$ cat src/asts_pkg.sv
`default_nettype none
package asts_pkg;
  // Register byte offsets
  localparam logic [7:0] OFF_CTRL  = 8'h00;
  localparam logic [7:0] OFF_COUNT = 8'h04;
  localparam logic [7:0] OFF_PTR1  = 8'h08;
  localparam logic [7:0] OFF_PTR2  = 8'h0C;
  localparam logic [7:0] OFF_BLOCK = 8'h10;
  localparam logic [7:0] OFF_STAT  = 8'h14;
  // Control byte fields, server select sits above it
  localparam int BIT_DI  = 0;
  localparam int BIT_SI  = 1;
  localparam int BIT_DU  = 2;
  localparam int BIT_SU  = 3;
  localparam int BIT_BW  = 4;
  localparam int BIT_SEL = 8;
  localparam int MODE_HI = 7;
  localparam int MODE_LO = 5;
  localparam logic [2:0] MODE_SCAN  = 3'h6;
  localparam logic [2:0] MODE_BLOCK = 3'h0;
  // Status fields
  localparam int ST_SRV  = 0;
  localparam int ST_BUSY = 1;
  localparam int ST_PEND = 2;
  // Reset values and steps
  localparam logic [8:0]  RST_CTRL   = 9'h000;
  localparam logic [7:0]  RST_COUNT  = 8'h00;
  localparam logic [15:0] RST_PTR    = 16'h0000;
  localparam logic [5:0]  RST_BLOCK  = 6'h01;
  localparam logic [15:0] STEP_WORD  = 16'h0002;
  localparam logic [15:0] STEP_BYTE  = 16'h0001;
  localparam logic [7:0]  COUNT_ONE  = 8'h01;
  localparam logic [5:0]  BLOCK_ONE  = 6'h01;
  typedef enum logic [2:0] {
    ST_IDLE, ST_RD_CMD, ST_RD_RES, ST_WR_RES, ST_WR_CMD, ST_BLK_RD, ST_BLK_WR, ST_FINISH
  } asts_state_t;
endpackage : asts_pkg
`default_nettype wire

$ cat src/asts_server.sv
// Added by the designer: the address map and the APB interface to the registers.
`timescale 1ns/1ps
`default_nettype none
module asts_server (
  input  wire logic        clk,
  input  wire logic        reset,
  input  wire logic        ce,
  input  wire logic        psel,
  input  wire logic        penable,
  input  wire logic        pwrite,
  input  wire logic [7:0]  paddr,
  input  wire logic [31:0] pwdata,
  output logic      [31:0] prdata,
  output logic             pready,
  output logic             pslverr,
  input  wire logic        conv_done,
  output logic      [15:0] conv_cmd,
  output logic             conv_cmd_wr,
  output logic             mem_req,
  output logic             mem_we,
  output logic             mem_byte,
  output logic      [15:0] mem_addr,
  output logic      [15:0] mem_wdata,
  input  wire logic [15:0] mem_rdata,
  input  wire logic        mem_ack,
  output logic             service_request
);
  asts_pkg::asts_state_t state_q;
  logic [8:0]  ctrl_q;
  logic [7:0]  cycle_count_q;
  logic [15:0] table_pointer_q;
  logic [15:0] result_reg_pointer_q;
  logic [15:0] start1_q;
  logic [15:0] start2_q;
  logic [5:0]  block_length_q;
  logic [5:0]  remain_q;
  logic [15:0] cmd_hold_q;
  logic        srv_q;
  logic        pend_q;
  logic        pend_d;
  logic [31:0] prdata_q;
  logic        pready_q;
  logic        pslverr_q;
  logic [15:0] conv_cmd_q;
  logic        conv_wr_q;
  logic        mem_req_q;
  logic        mem_we_q;
  logic        mem_byte_q;
  logic [15:0] mem_addr_q;
  logic [15:0] mem_wdata_q;
  logic        wr_take;
  logic        take;
  logic [2:0]  mode;
  logic [15:0] step;
  logic [31:0] rd_data;
  logic        hit;

  assign prdata          = prdata_q;
  assign pready          = pready_q;
  assign pslverr         = pslverr_q;
  assign conv_cmd        = conv_cmd_q;
  assign conv_cmd_wr     = conv_wr_q;
  assign mem_req         = mem_req_q;
  assign mem_we          = mem_we_q;
  assign mem_byte        = mem_byte_q;
  assign mem_addr        = mem_addr_q;
  assign mem_wdata       = mem_wdata_q;
  assign service_request = srv_q;

  assign wr_take = psel && penable && pwrite && pready_q;
  assign mode    = ctrl_q[asts_pkg::MODE_HI:asts_pkg::MODE_LO];
  assign step    = ctrl_q[asts_pkg::BIT_BW] ? asts_pkg::STEP_BYTE : asts_pkg::STEP_WORD;
  // Select gates the start too, so a pending event latched in the final cycle is dropped
  assign take    = (state_q == asts_pkg::ST_IDLE) && pend_q && ctrl_q[asts_pkg::BIT_SEL];

  // Event latch; an event on the take cycle is kept for the next cycle
  always_comb begin
    pend_d = ctrl_q[asts_pkg::BIT_SEL] && ((pend_q && !take) || conv_done);
  end

  always_ff @(posedge clk) begin
    if (reset) begin
      pend_q <= 1'b0;
    end else if (ce) begin
      pend_q <= pend_d;
    end
  end

  // Read mux
  always_comb begin
    hit     = 1'b1;
    rd_data = 32'h0000_0000;
    case (paddr)
      asts_pkg::OFF_CTRL:  rd_data[8:0]  = ctrl_q;
      asts_pkg::OFF_COUNT: rd_data[7:0]  = cycle_count_q;
      asts_pkg::OFF_PTR1:  rd_data[15:0] = table_pointer_q;
      asts_pkg::OFF_PTR2:  rd_data[15:0] = result_reg_pointer_q;
      asts_pkg::OFF_BLOCK: rd_data[5:0]  = block_length_q;
      asts_pkg::OFF_STAT: begin
        rd_data[asts_pkg::ST_SRV]  = srv_q;
        rd_data[asts_pkg::ST_BUSY] = (state_q != asts_pkg::ST_IDLE);
        rd_data[asts_pkg::ST_PEND] = pend_q;
      end
      default: hit = 1'b0;
    endcase
  end

  // One wait state on every access
  always_ff @(posedge clk) begin
    if (reset) begin
      pready_q  <= 1'b0;
      pslverr_q <= 1'b0;
      prdata_q  <= 32'h0000_0000;
    end else if (ce) begin
      if (psel && penable && !pready_q) begin
        pready_q  <= 1'b1;
        pslverr_q <= !hit;
        prdata_q  <= pwrite ? 32'h0000_0000 : rd_data;
      end else begin
        pready_q  <= 1'b0;
        pslverr_q <= 1'b0;
      end
    end
  end

  // Sequencer; software writes land here too so each register has one driver
  always_ff @(posedge clk) begin
    if (reset) begin
      state_q              <= asts_pkg::ST_IDLE;
      ctrl_q               <= asts_pkg::RST_CTRL;
      cycle_count_q        <= asts_pkg::RST_COUNT;
      table_pointer_q      <= asts_pkg::RST_PTR;
      result_reg_pointer_q <= asts_pkg::RST_PTR;
      start1_q             <= asts_pkg::RST_PTR;
      start2_q             <= asts_pkg::RST_PTR;
      block_length_q       <= asts_pkg::RST_BLOCK;
      remain_q             <= asts_pkg::RST_BLOCK;
      cmd_hold_q           <= asts_pkg::RST_PTR;
      srv_q                <= 1'b0;
      conv_cmd_q           <= asts_pkg::RST_PTR;
      conv_wr_q            <= 1'b0;
      mem_req_q            <= 1'b0;
      mem_we_q             <= 1'b0;
      mem_byte_q           <= 1'b0;
      mem_addr_q           <= asts_pkg::RST_PTR;
      mem_wdata_q          <= asts_pkg::RST_PTR;
    end else if (ce) begin
      conv_wr_q <= 1'b0;
      if (wr_take) begin
        case (paddr)
          asts_pkg::OFF_CTRL:  ctrl_q               <= pwdata[8:0];
          asts_pkg::OFF_COUNT: cycle_count_q        <= pwdata[7:0];
          asts_pkg::OFF_PTR1:  table_pointer_q      <= pwdata[15:0];
          asts_pkg::OFF_PTR2:  result_reg_pointer_q <= pwdata[15:0];
          asts_pkg::OFF_BLOCK: block_length_q       <= pwdata[5:0];
          asts_pkg::OFF_STAT:  if (pwdata[asts_pkg::ST_SRV]) srv_q <= 1'b0;
          default: ;
        endcase
      end
      case (state_q)
        asts_pkg::ST_IDLE: begin
          if (take) begin
            start1_q <= table_pointer_q;
            start2_q <= result_reg_pointer_q;
            if (mode == asts_pkg::MODE_SCAN) begin
              mem_req_q  <= 1'b1;
              mem_we_q   <= 1'b0;
              mem_byte_q <= 1'b0;
              mem_addr_q <= table_pointer_q;
              state_q    <= asts_pkg::ST_RD_CMD;
            end else if (mode == asts_pkg::MODE_BLOCK) begin
              remain_q   <= block_length_q;
              mem_req_q  <= 1'b1;
              mem_we_q   <= 1'b0;
              mem_byte_q <= ctrl_q[asts_pkg::BIT_BW];
              mem_addr_q <= table_pointer_q;
              state_q    <= asts_pkg::ST_BLK_RD;
            end
          end
        end
        asts_pkg::ST_RD_CMD: begin
          if (mem_ack) begin
            cmd_hold_q      <= mem_rdata;
            table_pointer_q <= table_pointer_q + asts_pkg::STEP_WORD;
            mem_addr_q      <= result_reg_pointer_q;
            state_q         <= asts_pkg::ST_RD_RES;
          end
        end
        asts_pkg::ST_RD_RES: begin
          if (mem_ack) begin
            mem_we_q    <= 1'b1;
            mem_addr_q  <= table_pointer_q;
            mem_wdata_q <= mem_rdata;
            state_q     <= asts_pkg::ST_WR_RES;
          end
        end
        asts_pkg::ST_WR_RES: begin
          if (mem_ack) begin
            mem_req_q       <= 1'b0;
            mem_we_q        <= 1'b0;
            table_pointer_q <= table_pointer_q + asts_pkg::STEP_WORD;
            conv_cmd_q      <= cmd_hold_q;
            conv_wr_q       <= 1'b1;
            state_q         <= asts_pkg::ST_WR_CMD;
          end
        end
        asts_pkg::ST_WR_CMD: state_q <= asts_pkg::ST_FINISH;
        asts_pkg::ST_BLK_RD: begin
          if (mem_ack) begin
            if (ctrl_q[asts_pkg::BIT_SI]) begin
              table_pointer_q <= table_pointer_q + step;
            end
            mem_we_q    <= 1'b1;
            mem_addr_q  <= result_reg_pointer_q;
            mem_wdata_q <= mem_rdata;
            state_q     <= asts_pkg::ST_BLK_WR;
          end
        end
        asts_pkg::ST_BLK_WR: begin
          if (mem_ack) begin
            if (ctrl_q[asts_pkg::BIT_DI]) begin
              result_reg_pointer_q <= result_reg_pointer_q + step;
            end
            remain_q   <= remain_q - asts_pkg::BLOCK_ONE;
            mem_we_q   <= 1'b0;
            mem_addr_q <= table_pointer_q;
            if (remain_q == asts_pkg::BLOCK_ONE) begin
              mem_req_q <= 1'b0;
              state_q   <= asts_pkg::ST_FINISH;
            end else begin
              state_q <= asts_pkg::ST_BLK_RD;
            end
          end
        end
        asts_pkg::ST_FINISH: begin
          if (!ctrl_q[asts_pkg::BIT_SU]) begin
            table_pointer_q <= start1_q;
          end
          if (mode == asts_pkg::MODE_BLOCK && !ctrl_q[asts_pkg::BIT_DU]) begin
            result_reg_pointer_q <= start2_q;
          end
          cycle_count_q <= cycle_count_q - asts_pkg::COUNT_ONE;
          if (cycle_count_q == asts_pkg::COUNT_ONE) begin
            ctrl_q[asts_pkg::BIT_SEL] <= 1'b0;
            srv_q                     <= 1'b1;
          end
          state_q <= asts_pkg::ST_IDLE;
        end
        default: state_q <= asts_pkg::ST_IDLE;
      endcase
    end
  end
endmodule : asts_server
`default_nettype wire

$ cat config.mk
export PLATFORM = sky130hd
export DESIGN_NAME = asts_server
export DESIGN_NICKNAME = d
export VERILOG_FILES = /design/src/asts_pkg.sv /design/src/asts_server.sv
export SDC_FILE = /design/constraint.sdc
export NUM_CORES = 1
export LEC_CHECK = 0
export BUFFER_PORTS_ARGS = -buffer_cell sky130_fd_sc_hd__clkbuf_2
export CAP_MARGIN = 15
export CORE_MARGIN = 2
export CORE_UTILIZATION = 29
export DETAILED_ROUTE_END_ITERATION = 7
export GPL_TIMING_DRIVEN = 0
export SYNTH_ARGS = -nofsm -noshare
export SYNTH_HDL_FRONTEND = slang
export SYNTH_SLANG_ARGS = --single-unit
$ cat constraint.sdc
create_clock -name clk -period 2.4 [get_ports clk]
set_clock_uncertainty 0.2 [all_clocks]
set_input_delay 0 -clock clk [delete_from_list [all_inputs] [get_ports clk]]
set_output_delay 0 -clock clk [all_outputs]
set_load 0.02 [all_outputs]
==> results.py, run 1 <==
metrics = {
    "grt": {
        "grt_pass1_wl_microns": 58600,
        "grt_pass1_vias": 9778,
        "grt_max_degree": 19,
        "track_usage_pct": 21.6,
        "antenna_found_initial": 1,
        "grt_overflow": 0,
    },
    "drt": {
        "drtPass1Iterations": 5,
        "finalWirelength_microns": 39000,
        "maxUsedRoutingLayer": "met5",
        "detail_route.wl_per_cell_microns": 20.3,
        "viasPerCell": 5.40,
        "dr_wl_met2_microns": 17700,
        "final_antenna_net_count": 0,
        "wl_met1_microns": 16500,
        "drt_iter0_drc": 1034,
        "num_vias": 10400,
        "wl_met3_microns": 3470,
        "drcViolationCount": 0,
    },
    "layout": {
        "multi_input_area_sq_um": 5870,
        "postLayoutCellArea_sq_um": 12600,
        "seq_area_sq_um": 3700,
        "layout.cells.non_filler": 1926,
        "syn2layout_area_growth_pct": 27.6,
        "antennaDiodeCount": 0,
        "fillerInstances": 3475,
        "drive_gt1_share_pct": 23.0,
        "final_nets": 1544,
    },
    "pwr": {
        "clkPwrFrac_pct": 43.9,
        "peakVddDrop_uv": 523,
        "p_leak_nw": 4.60,
        "powerDensity_nw_per_um2": 526,
        "power_frac_comb_pct": 9.1,
        "seqPwrFrac_pct": 47.0,
        "p_int_mw": 4.76,
        "switching_share_pct": 27.9,
        "switching_power_mw": 1.84,
    },
    "placed_design": {
        "hpwl_microns": 28400,
        "dp_slack_ps": -580,
        "dpl.cell_count": 1842,
        "globalplace.congestion": 0.938,
        "numPortBuffers": 114,
        "placed_area_sq_um": 11000,
    },
    "setup_path": {
        "path_max_fanout": 5,
        "arrival_ps": 2600,
        "cp_top_family": "compound AO/OA/AOI/OAI gates",
        "critPathKind": "flop to flop",
        "crit_buf_inv": 2,
        "cp.required_ps": 2570,
        "reg2reg_depth": 9,
        "critical_path.cell_chain": "ha_4, inv_2, fa_2, nand3b_1, buf_6, o22ai_4, a31oi_1, a41o_1, a211oi_2",
        "timing.rr.start": "ctrl_q[4]",
        "cp_num_cells": 9,
        "crit_slowest_cell": "dfxtp_4",
        "r2r_end": "table_pointer_q[8]",
        "cp-start-kind": "flop",
        "startpoint": "ctrl_q[4]",
        "max_stage_delay_ps": 420,
        "r2r_slack_ps": -40,
        "cp-endpoint": "table_pointer_q[8]",
        "end_kind": "flop",
    },
    "logic_synthesis": {
        "synth.most_common_cell": "nand2_1",
        "synth-main-ff-cell": "dfxtp_1",
        "synth_edf_count": 0,
        "synth_top_cell_by_area": "dfxtp_1",
        "seq_area_frac_synth_pct": 37.4,
        "ys_ff_latch": 184,
        "syn_inst": 1265,
        "synth_common_cells": "239 x nand2_1, 184 x dfxtp_1, 138 x a21oi_1",
        "syn_avg_cell_area_sq_um": 7.78,
        "async_flop_share_pct": 0,
        "synth_top_cell_area_share_pct": 37.4,
        "synthesis.area_sq_um": 9840,
        "ys_types": 90,
        "ys_top_cells_by_area": "dfxtp_1 37%, nand2_1 9.1%, a21oi_1 7.0%, nor2_1 4.9%, mux2i_1 4.0%",
        "yosys_warnings": 0,
    },
    "die": {
        "ios": 151,
        "die_x_microns": 188,
        "row_count": 67,
        "start_util_pct": 29.4,
        "die_area_sq_um": 35400,
        "core_sq_um": 33400,
        "die_h_microns": 188,
    },
    "timing": {
        "period_share_pct": 102,
        "whs_ps": 94.2,
        "max_slew_margin_pct": 27.4,
        "hold_viol_final": 0,
        "max_freq_mhz": 410,
        "tightest_slew_ps": 1090,
        "drv_slew": 0,
        "fin_ws_ps": -37.9,
        "rsz0062_at_grt": "yes",
        "final.min_clock_period_ps": 2440,
        "setup_viol": 3,
    },
    "clock_tree": {
        "path_clk_slew_ps": 80,
        "cts_buffers": 17,
        "clockRootBuffer": "clkbuf_16",
        "clock_path_buffers": 2,
        "htreeDepth": 4,
        "clkSinkCount": 184,
        "cts_tree": "done",
        "worstSkewPairLatency_ps": 450,
    },
    "outcome": {
        "outcome": "finished, violations left",
        "violations": "setup timing",
    },
    "hold_path": {
        "hold_class": "primary input to flop",
    },
    "job": {
        "maxCapViolations": 0,
    },
}
logic make-up after synthesis:
| family | Yosys count | synth area share [%] |
|---|---|---|
| xor+xnor | 20 | 1.78 |
| mux | 52 | 5.45 |
| other cells | 1 | 0.0381 |
| simple gates | 513 | 24.0 |
| fa+ha+maj | 15 | 2.06 |
| flops | 184 | 37.4 |
| compound gates | 337 | 22.1 |
| buf+inv | 143 | 7.12 |
worst min-delay path: stages:
cell      delay (ps)
clkbuf_1         180
nand2_1          240
nor3b_2          140
nand2_1           80
a21oi_1           50
power groups by stage:
stage	combinational (mW)	sequential (mW)	clock, mW
2_1_floorplan	0.304	3.16	0
3_3_place_gp	0.519	3.17	0
3_5_place_dp	0.520	3.17	0
4_1_cts	0.576	3.10	2.92
5_1_grt	0.633	3.11	3.05
6_report	0.599	3.11	2.90
flip-flops by register name, summed over array words and instances (netlist names), 9 cells and up:
register              count
cmd_hold_q               16
conv_cmd                 16
ctrl_q                    9
mem_addr                 16
mem_wdata                16
prdata                   16
result_reg_pointer_q     16
start1_q                 16
start2_q                 16
table_pointer_q          16
metal layers:
metal  vias up  GRT usage [%]
li1       4829              -
met1      4989           27.8
met2       491           35.2
met3        81           5.35
met4         2           7.48
met5         -              0
cells in the final DEF (no fill, tap or decap), types with 25 or more instances in the layout:
| cell type | instances |
|---|---|
| nand2_1 | 238 |
| dfxtp_1 | 178 |
| a21oi_1 | 134 |
| clkbuf_2 | 128 |
| nor2_1 | 123 |
| clkbuf_1 | 46 |
| buf_4 | 45 |
| dlygate4sd3_1 | 40 |
| mux2i_1 | 39 |
| o21ai_0 | 39 |
| a211oi_1 | 27 |
| nor3_1 | 25 |
worst min-delay path by stage:
stage | from | to | slack, ps | depth (start not counted)
5_1_grt | paddr[5] | service_request | 90 | 5
3_5_place_dp | mem_rdata[14] | cmd_hold_q[14] | 40 | 3
6_report | mem_ack | cmd_hold_q[15] | 90 | 5
2_1_floorplan | pwdata[0] | block_length_q[0] | -80 | 1
3_3_place_gp | mem_rdata[7] | mem_wdata[7] | 40 | 3
4_1_cts | paddr[5] | service_request | 50 | 5
final cells by class:
class / count / area share, %
multi-input cells: 953 / 46.7
flip-flops and latches: 184 / 29.5
repair buffers: 177 / 9.17
plain buffers: 113 / 4.94
well taps: 448 / 4.46
clock buffers: 17 / 3.39
clock inverters: 15 / 1.28
inverters: 19 / 0.568
repair_timing:
item / 4_1_cts / 5_1_grt
setup endpoints to repair: 108 / 124
endpoints found under the hold margin: 86 / 0
buffers inserted: 17 / 9
pin swaps: 14 / 27
hold buffers: 39 / 0
gates resized for setup: 55 / 77
through the flow:
stage	util, %	power, mW	setup TNS [ps]
global route	37.6	6.79	-625
CTS	36.7	6.59	-20.5
global placement	33.0	3.69	-17490
floorplan	-	3.47	0
detailed placement	33.0	3.69	-20550
finish	37.6	6.61	-63.4
Note: power is estimated with default switching activity, not from simulation.
==> run 2: changes to the inputs <==
--- a/config.mk
+++ b/config.mk
@@ -7,7 +7,8 @@
 export LEC_CHECK = 0
 export BUFFER_PORTS_ARGS = -buffer_cell sky130_fd_sc_hd__clkbuf_2
 export CAP_MARGIN = 15
-export CORE_MARGIN = 2
+export CORE_ASPECT_RATIO = 1.4
+export CORE_MARGIN = 5
 export CORE_UTILIZATION = 29
 export DETAILED_ROUTE_END_ITERATION = 7
 export GPL_TIMING_DRIVEN = 0
==> results.py, run 2 (synthesized netlist as in run 1, its figures left out) <==
metrics = {
    "die": {
        "start_util_pct": 29.5,
        "die_x_microns": 166,
        "row_count": 79,
        "die_area_sq_um": 37800,
        "core_sq_um": 33400,
        "die_h_microns": 228,
        "ios": 151,
    },
    "grt": {
        "grt_overflow": 0,
        "track_usage_pct": 20.6,
        "grt_pass1_wl_microns": 61000,
        "antenna_found_initial": 3,
        "grt_pass1_vias": 10100,
        "grt_max_degree": 20,
    },
    "layout": {
        "layout_common_cells": "236 x nand2_1, 174 x dfxtp_1, 134 x a21oi_1",
        "seq_area_sq_um": 3710,
        "final_common_cell": "nand2_1",
        "multi_input_area_sq_um": 5880,
        "postLayoutCellArea_sq_um": 12700,
        "layout.cells.non_filler": 1929,
        "final_nets": 1549,
        "syn2layout_area_growth_pct": 29.0,
        "drive_gt1_share_pct": 24.1,
        "fillerInstances": 3534,
    },
    "drt": {
        "maxUsedRoutingLayer": "met5",
        "drcViolationCount": 0,
        "num_vias": 10300,
        "finalWirelength_microns": 40300,
        "dr_wl_met2_microns": 19200,
        "wl_met1_microns": 15600,
        "drt_iter0_drc": 757,
        "detail_route.wl_per_cell_microns": 20.9,
        "viasPerCell": 5.35,
        "wl_met3_microns": 2870,
        "drtPass1Iterations": 5,
        "final_antenna_net_count": 0,
    },
    "setup_path": {
        "cp-start-kind": "flop",
        "critPathKind": "flop to flop",
        "cp.required_ps": 2500,
        "path_max_fanout": 7,
        "arrival_ps": 2550,
        "end_kind": "flop",
    },
    "placed_design": {
        "placed_area_sq_um": 11000,
        "numPortBuffers": 114,
        "globalplace.congestion": 0.957,
        "dpl.cell_count": 1839,
        "hpwl_microns": 29800,
    },
    "clock_tree": {
        "path_clk_slew_ps": 80,
        "htreeDepth": 4,
        "clockRootBuffer": "clkbuf_16",
        "worstSkewPairLatency_ps": 450,
        "cts_buffers": 17,
        "clkSinkCount": 184,
        "clock_path_buffers": 2,
        "cts_tree": "done",
    },
    "timing": {
        "whs_ps": 72.2,
        "rsz0062_at_grt": "yes",
        "fin_ws_ps": -42.3,
        "setup_viol": 4,
        "max_freq_mhz": 409,
        "max_slew_margin_pct": 30.8,
        "tightest_slew_ps": 1040,
        "setup-tns-final_ps": -90.2,
        "period_share_pct": 102,
        "hold_viol_final": 0,
        "drv_slew": 0,
        "final.min_clock_period_ps": 2440,
    },
    "pwr": {
        "total_power_mw": 6.78,
        "powerDensity_nw_per_um2": 534,
        "p_leak_nw": 4.70,
        "peakVddDrop_uv": 397,
    },
    "hold_path": {
        "hold_class": "primary input to flop",
    },
    "job": {
        "maxCapViolations": 0,
    },
    "outcome": {
        "outcome": "finished, violations left",
        "violations": "setup timing",
    },
}
-- run 2: where the power goes --
part	switching [mW]	internal, mW
combinational	0.372	0.215
clock	1.46	1.60
sequential	0.0575	3.07
-- run 2: worst max-delay path, stage by stage, from the launching register on --
cell and delay, ps:
dfxtp_4 430, ha_4 160, inv_2 40, fa_2 340, nand3b_1 230, buf_6 170
buf_6 120, a32oi_4 230, nand2_2 70, o21ai_2 70, a31o_1 160, a21oi_1 60
-- run 2: final cells by class --
cell class	instances	area share (%)
plain buffers	108	4.78
diodes	1	0.0197
well taps	445	4.38
repair buffers	187	9.77
inverters	19	0.562
multi-input cells	953	46.3
clock inverters	15	1.61
clock buffers	17	3.35
flip-flops and latches	184	29.2
-- run 2: repair_timing --
action | in CTS | in global routing
pin swaps | 16 | 35
endpoints found under the setup margin | 102 | 130
hold endpoints to repair | 85 | 0
resized for setup | 65 | 74
hold buffers | 43 | 0
buffers inserted | 16 | 14
-- run 2: routing by layer --
layer | vias up | track usage (%)
met5 | - | 0
met2 | 481 | 34.5
li1 | 4847 | -
met1 | 4855 | 23.8
met4 | 4 | 12.7
met3 | 136 | 4.50
-- run 2: path summary, 6_finish.rpt --
| kind | startpoint | to | slack [ps] | cells past startpoint |
|---|---|---|---|---|
| max | ctrl_q[4] | table_pointer_q[4] | -40 | 11 |
| min | mem_ack | cmd_hold_q[15] | 70 | 5 |
| max reg2reg | ctrl_q[4] | table_pointer_q[4] | -40 | 11 |
| min reg2reg | cmd_hold_q[10] | conv_cmd[10] | 240 | 2 |
-- run 2: through the flow --
step | worst slack [ps] | utilization, %
final | -42.3 | 38.0
after global routing | -101 | 38.0
after CTS | -65.9 | 37.0
after detailed placement | -706 | 33.0
after global placement | -724 | 33.0
after floorplan | 10.4 | -
==> run 3: changes to the inputs <==
--- a/config.mk
+++ b/config.mk
@@ -12,6 +12,7 @@
 export CORE_UTILIZATION = 29
 export DETAILED_ROUTE_END_ITERATION = 7
 export GPL_TIMING_DRIVEN = 0
+export HOLD_SLACK_MARGIN = 0.1
 export SYNTH_ARGS = -nofsm -noshare
 export SYNTH_HDL_FRONTEND = slang
 export SYNTH_SLANG_ARGS = --single-unit
==> results.py, run 3 (synthesized netlist as in run 1, its figures left out) <==
metrics = {
    "outcome": {
        "outcome": "finished, violations left",
        "violations": "setup timing",
    },
    "setup_path": {
        "cp-endpoint": "table_pointer_q[4]",
        "critPathKind": "flop to flop",
        "arrival_ps": 2540,
        "r2r_slack_ps": -40,
        "r2r_end": "table_pointer_q[4]",
        "cp.required_ps": 2500,
        "reg2reg_depth": 11,
        "timing.rr.start": "ctrl_q[4]",
        "startpoint": "ctrl_q[4]",
        "cp-start-kind": "flop",
        "end_kind": "flop",
        "path_max_fanout": 7,
    },
    "grt": {
        "grt_pass1_wl_microns": 61200,
        "grt_max_degree": 20,
        "use_met3_pct": 4.52,
        "grt_overflow": 0,
        "grt_use_met2_pct": 34.8,
        "track_usage_pct": 20.6,
        "grt_pass1_vias": 10100,
        "antenna_found_initial": 2,
        "use_met1_pct": 23.8,
        "grt.busiest_layer": "met2",
    },
    "pwr": {
        "p_leak_nw": 4.70,
        "powerDensity_nw_per_um2": 533,
        "power_frac_comb_pct": 8.7,
        "p_int_mw": 4.89,
        "seqPwrFrac_pct": 46.2,
        "peakVddDrop_uv": 419,
        "switching_share_pct": 27.8,
        "clkPwrFrac_pct": 45.1,
        "switching_power_mw": 1.89,
    },
    "placed_design": {
        "placed_area_sq_um": 11000,
        "dp_slack_ps": -706,
        "numPortBuffers": 114,
        "globalplace.congestion": 0.957,
        "hpwl_microns": 29800,
    },
    "die": {
        "die_x_microns": 166,
        "core_sq_um": 33400,
        "ios": 151,
        "start_util_pct": 29.5,
        "die_h_microns": 228,
        "die_area_sq_um": 37800,
        "row_count": 79,
    },
    "clock_tree": {
        "clockRootBuffer": "clkbuf_16",
        "worstSkewPairLatency_ps": 450,
        "path_clk_slew_ps": 80,
        "cts_tree": "done",
        "clkSinkCount": 184,
        "clock_path_buffers": 2,
        "cts_buffers": 17,
        "htreeDepth": 4,
    },
    "drt": {
        "num_vias": 10400,
        "finalWirelength_microns": 40500,
        "detail_route.wl_per_cell_microns": 21.0,
        "viasPerCell": 5.38,
        "drt_iter0_drc": 895,
        "final_antenna_net_count": 0,
        "drtPass1Iterations": 6,
        "drcViolationCount": 0,
    },
    "layout": {
        "layout_common_cells": "236 x nand2_1, 174 x dfxtp_1, 134 x a21oi_1, 134 x clkbuf_2, 124 x nor2_1",
        "multi_input_area_sq_um": 5880,
        "drive_gt1_share_pct": 24.0,
        "final_common_cell": "nand2_1",
        "final_util_pct": 38.1,
        "fillerInstances": 3537,
        "syn2layout_area_growth_pct": 29.3,
        "final_nets": 1552,
        "postLayoutCellArea_sq_um": 12700,
        "seq_area_sq_um": 3710,
    },
    "hold_path": {
        "hp-start": "ce",
        "hold_class": "primary input to flop",
    },
    "timing": {
        "whs_ps": 108,
        "fin_ws_ps": -36.0,
        "period_share_pct": 101,
        "hold_viol_final": 0,
        "drv_slew": 0,
        "rsz0062_at_grt": "yes",
        "setup_viol": 5,
        "max_slew_margin_pct": 31.3,
        "max_freq_mhz": 411,
        "setup-tns-final_ps": -82.1,
        "final.min_clock_period_ps": 2440,
        "tightest_slew_ps": 1030,
    },
    "job": {
        "maxCapViolations": 0,
    },
}
-- run 3: cell types whose count changed in the layout (fill, tap and decap cells not counted), sizes merged --
cell,change
clkbuf,-1
buf,+1
dlygate4sd3,+3
-- run 3: repair_timing --
action,in CTS,in global routing
setup endpoints to repair,102,135
hold endpoints to repair,96,0
hold buffers,46,0
gates resized for setup,65,74
pin swaps,16,37
buffers inserted,16,14
-- run 3: through the flow --
| step | cells | total power, mW |
|---|---|---|
| 2_1_floorplan | 1280 | 3.47 |
| 3_3_place_gp | 1839 | 3.70 |
| 3_5_place_dp | 1839 | 3.70 |
| 4_1_cts | 1923 | 6.78 |
| 5_1_grt | 1932 | 6.98 |
| 6_report | 1932 | 6.78 |
-- run 3: worst min-delay path by stage --
stage	depth (start not counted)	slack (ps)	end
floorplan	1	-80	block_length_q[0]
global placement	3	40	mem_wdata[8]
detailed placement	3	40	mem_wdata[9]
CTS	5	100	cmd_hold_q[2]
global route	4	110	mem_req
finish	4	110	mem_req
-- run 3: critical path, cell delays in order, from the launching register on --
cell and delay [ps]:
dfxtp_4 430, ha_4 160, inv_2 40, fa_2 340
nand3b_1 230, buf_6 170, buf_6 120, a32oi_4 230
nand2_2 70, o21ai_2 70, a31o_1 150, a21oi_1 60
-- run 3: metal layers --
layer	up-vias	part of all wire (%)
li1	4847	-
met1	4924	38
met2	481	48
met3	145	7.4
met4	2	6.5
met5	-	0.032
-- run 3: area by class of cell --
type                       count  share of cell area [%]
antenna                        1                  0.0197
clock buffer                  17                    3.34
tap                          445                    4.38
timing repair buffer         190                    9.97
buffer                       108                    4.75
sequential                   184                    29.1
multi-input combinational    953                    46.2
clock inverter                15                    1.60
inverter                      19                   0.560
-- run 3: power groups by stage --
stage          logic, mW  clock network, mW  registers (mW)
2_1_floorplan      0.304                  0            3.16
3_3_place_gp       0.524                  0            3.17
3_5_place_dp       0.527                  0            3.17
4_1_cts            0.579               3.09            3.11
5_1_grt            0.625               3.23            3.13
6_report           0.591               3.06            3.13
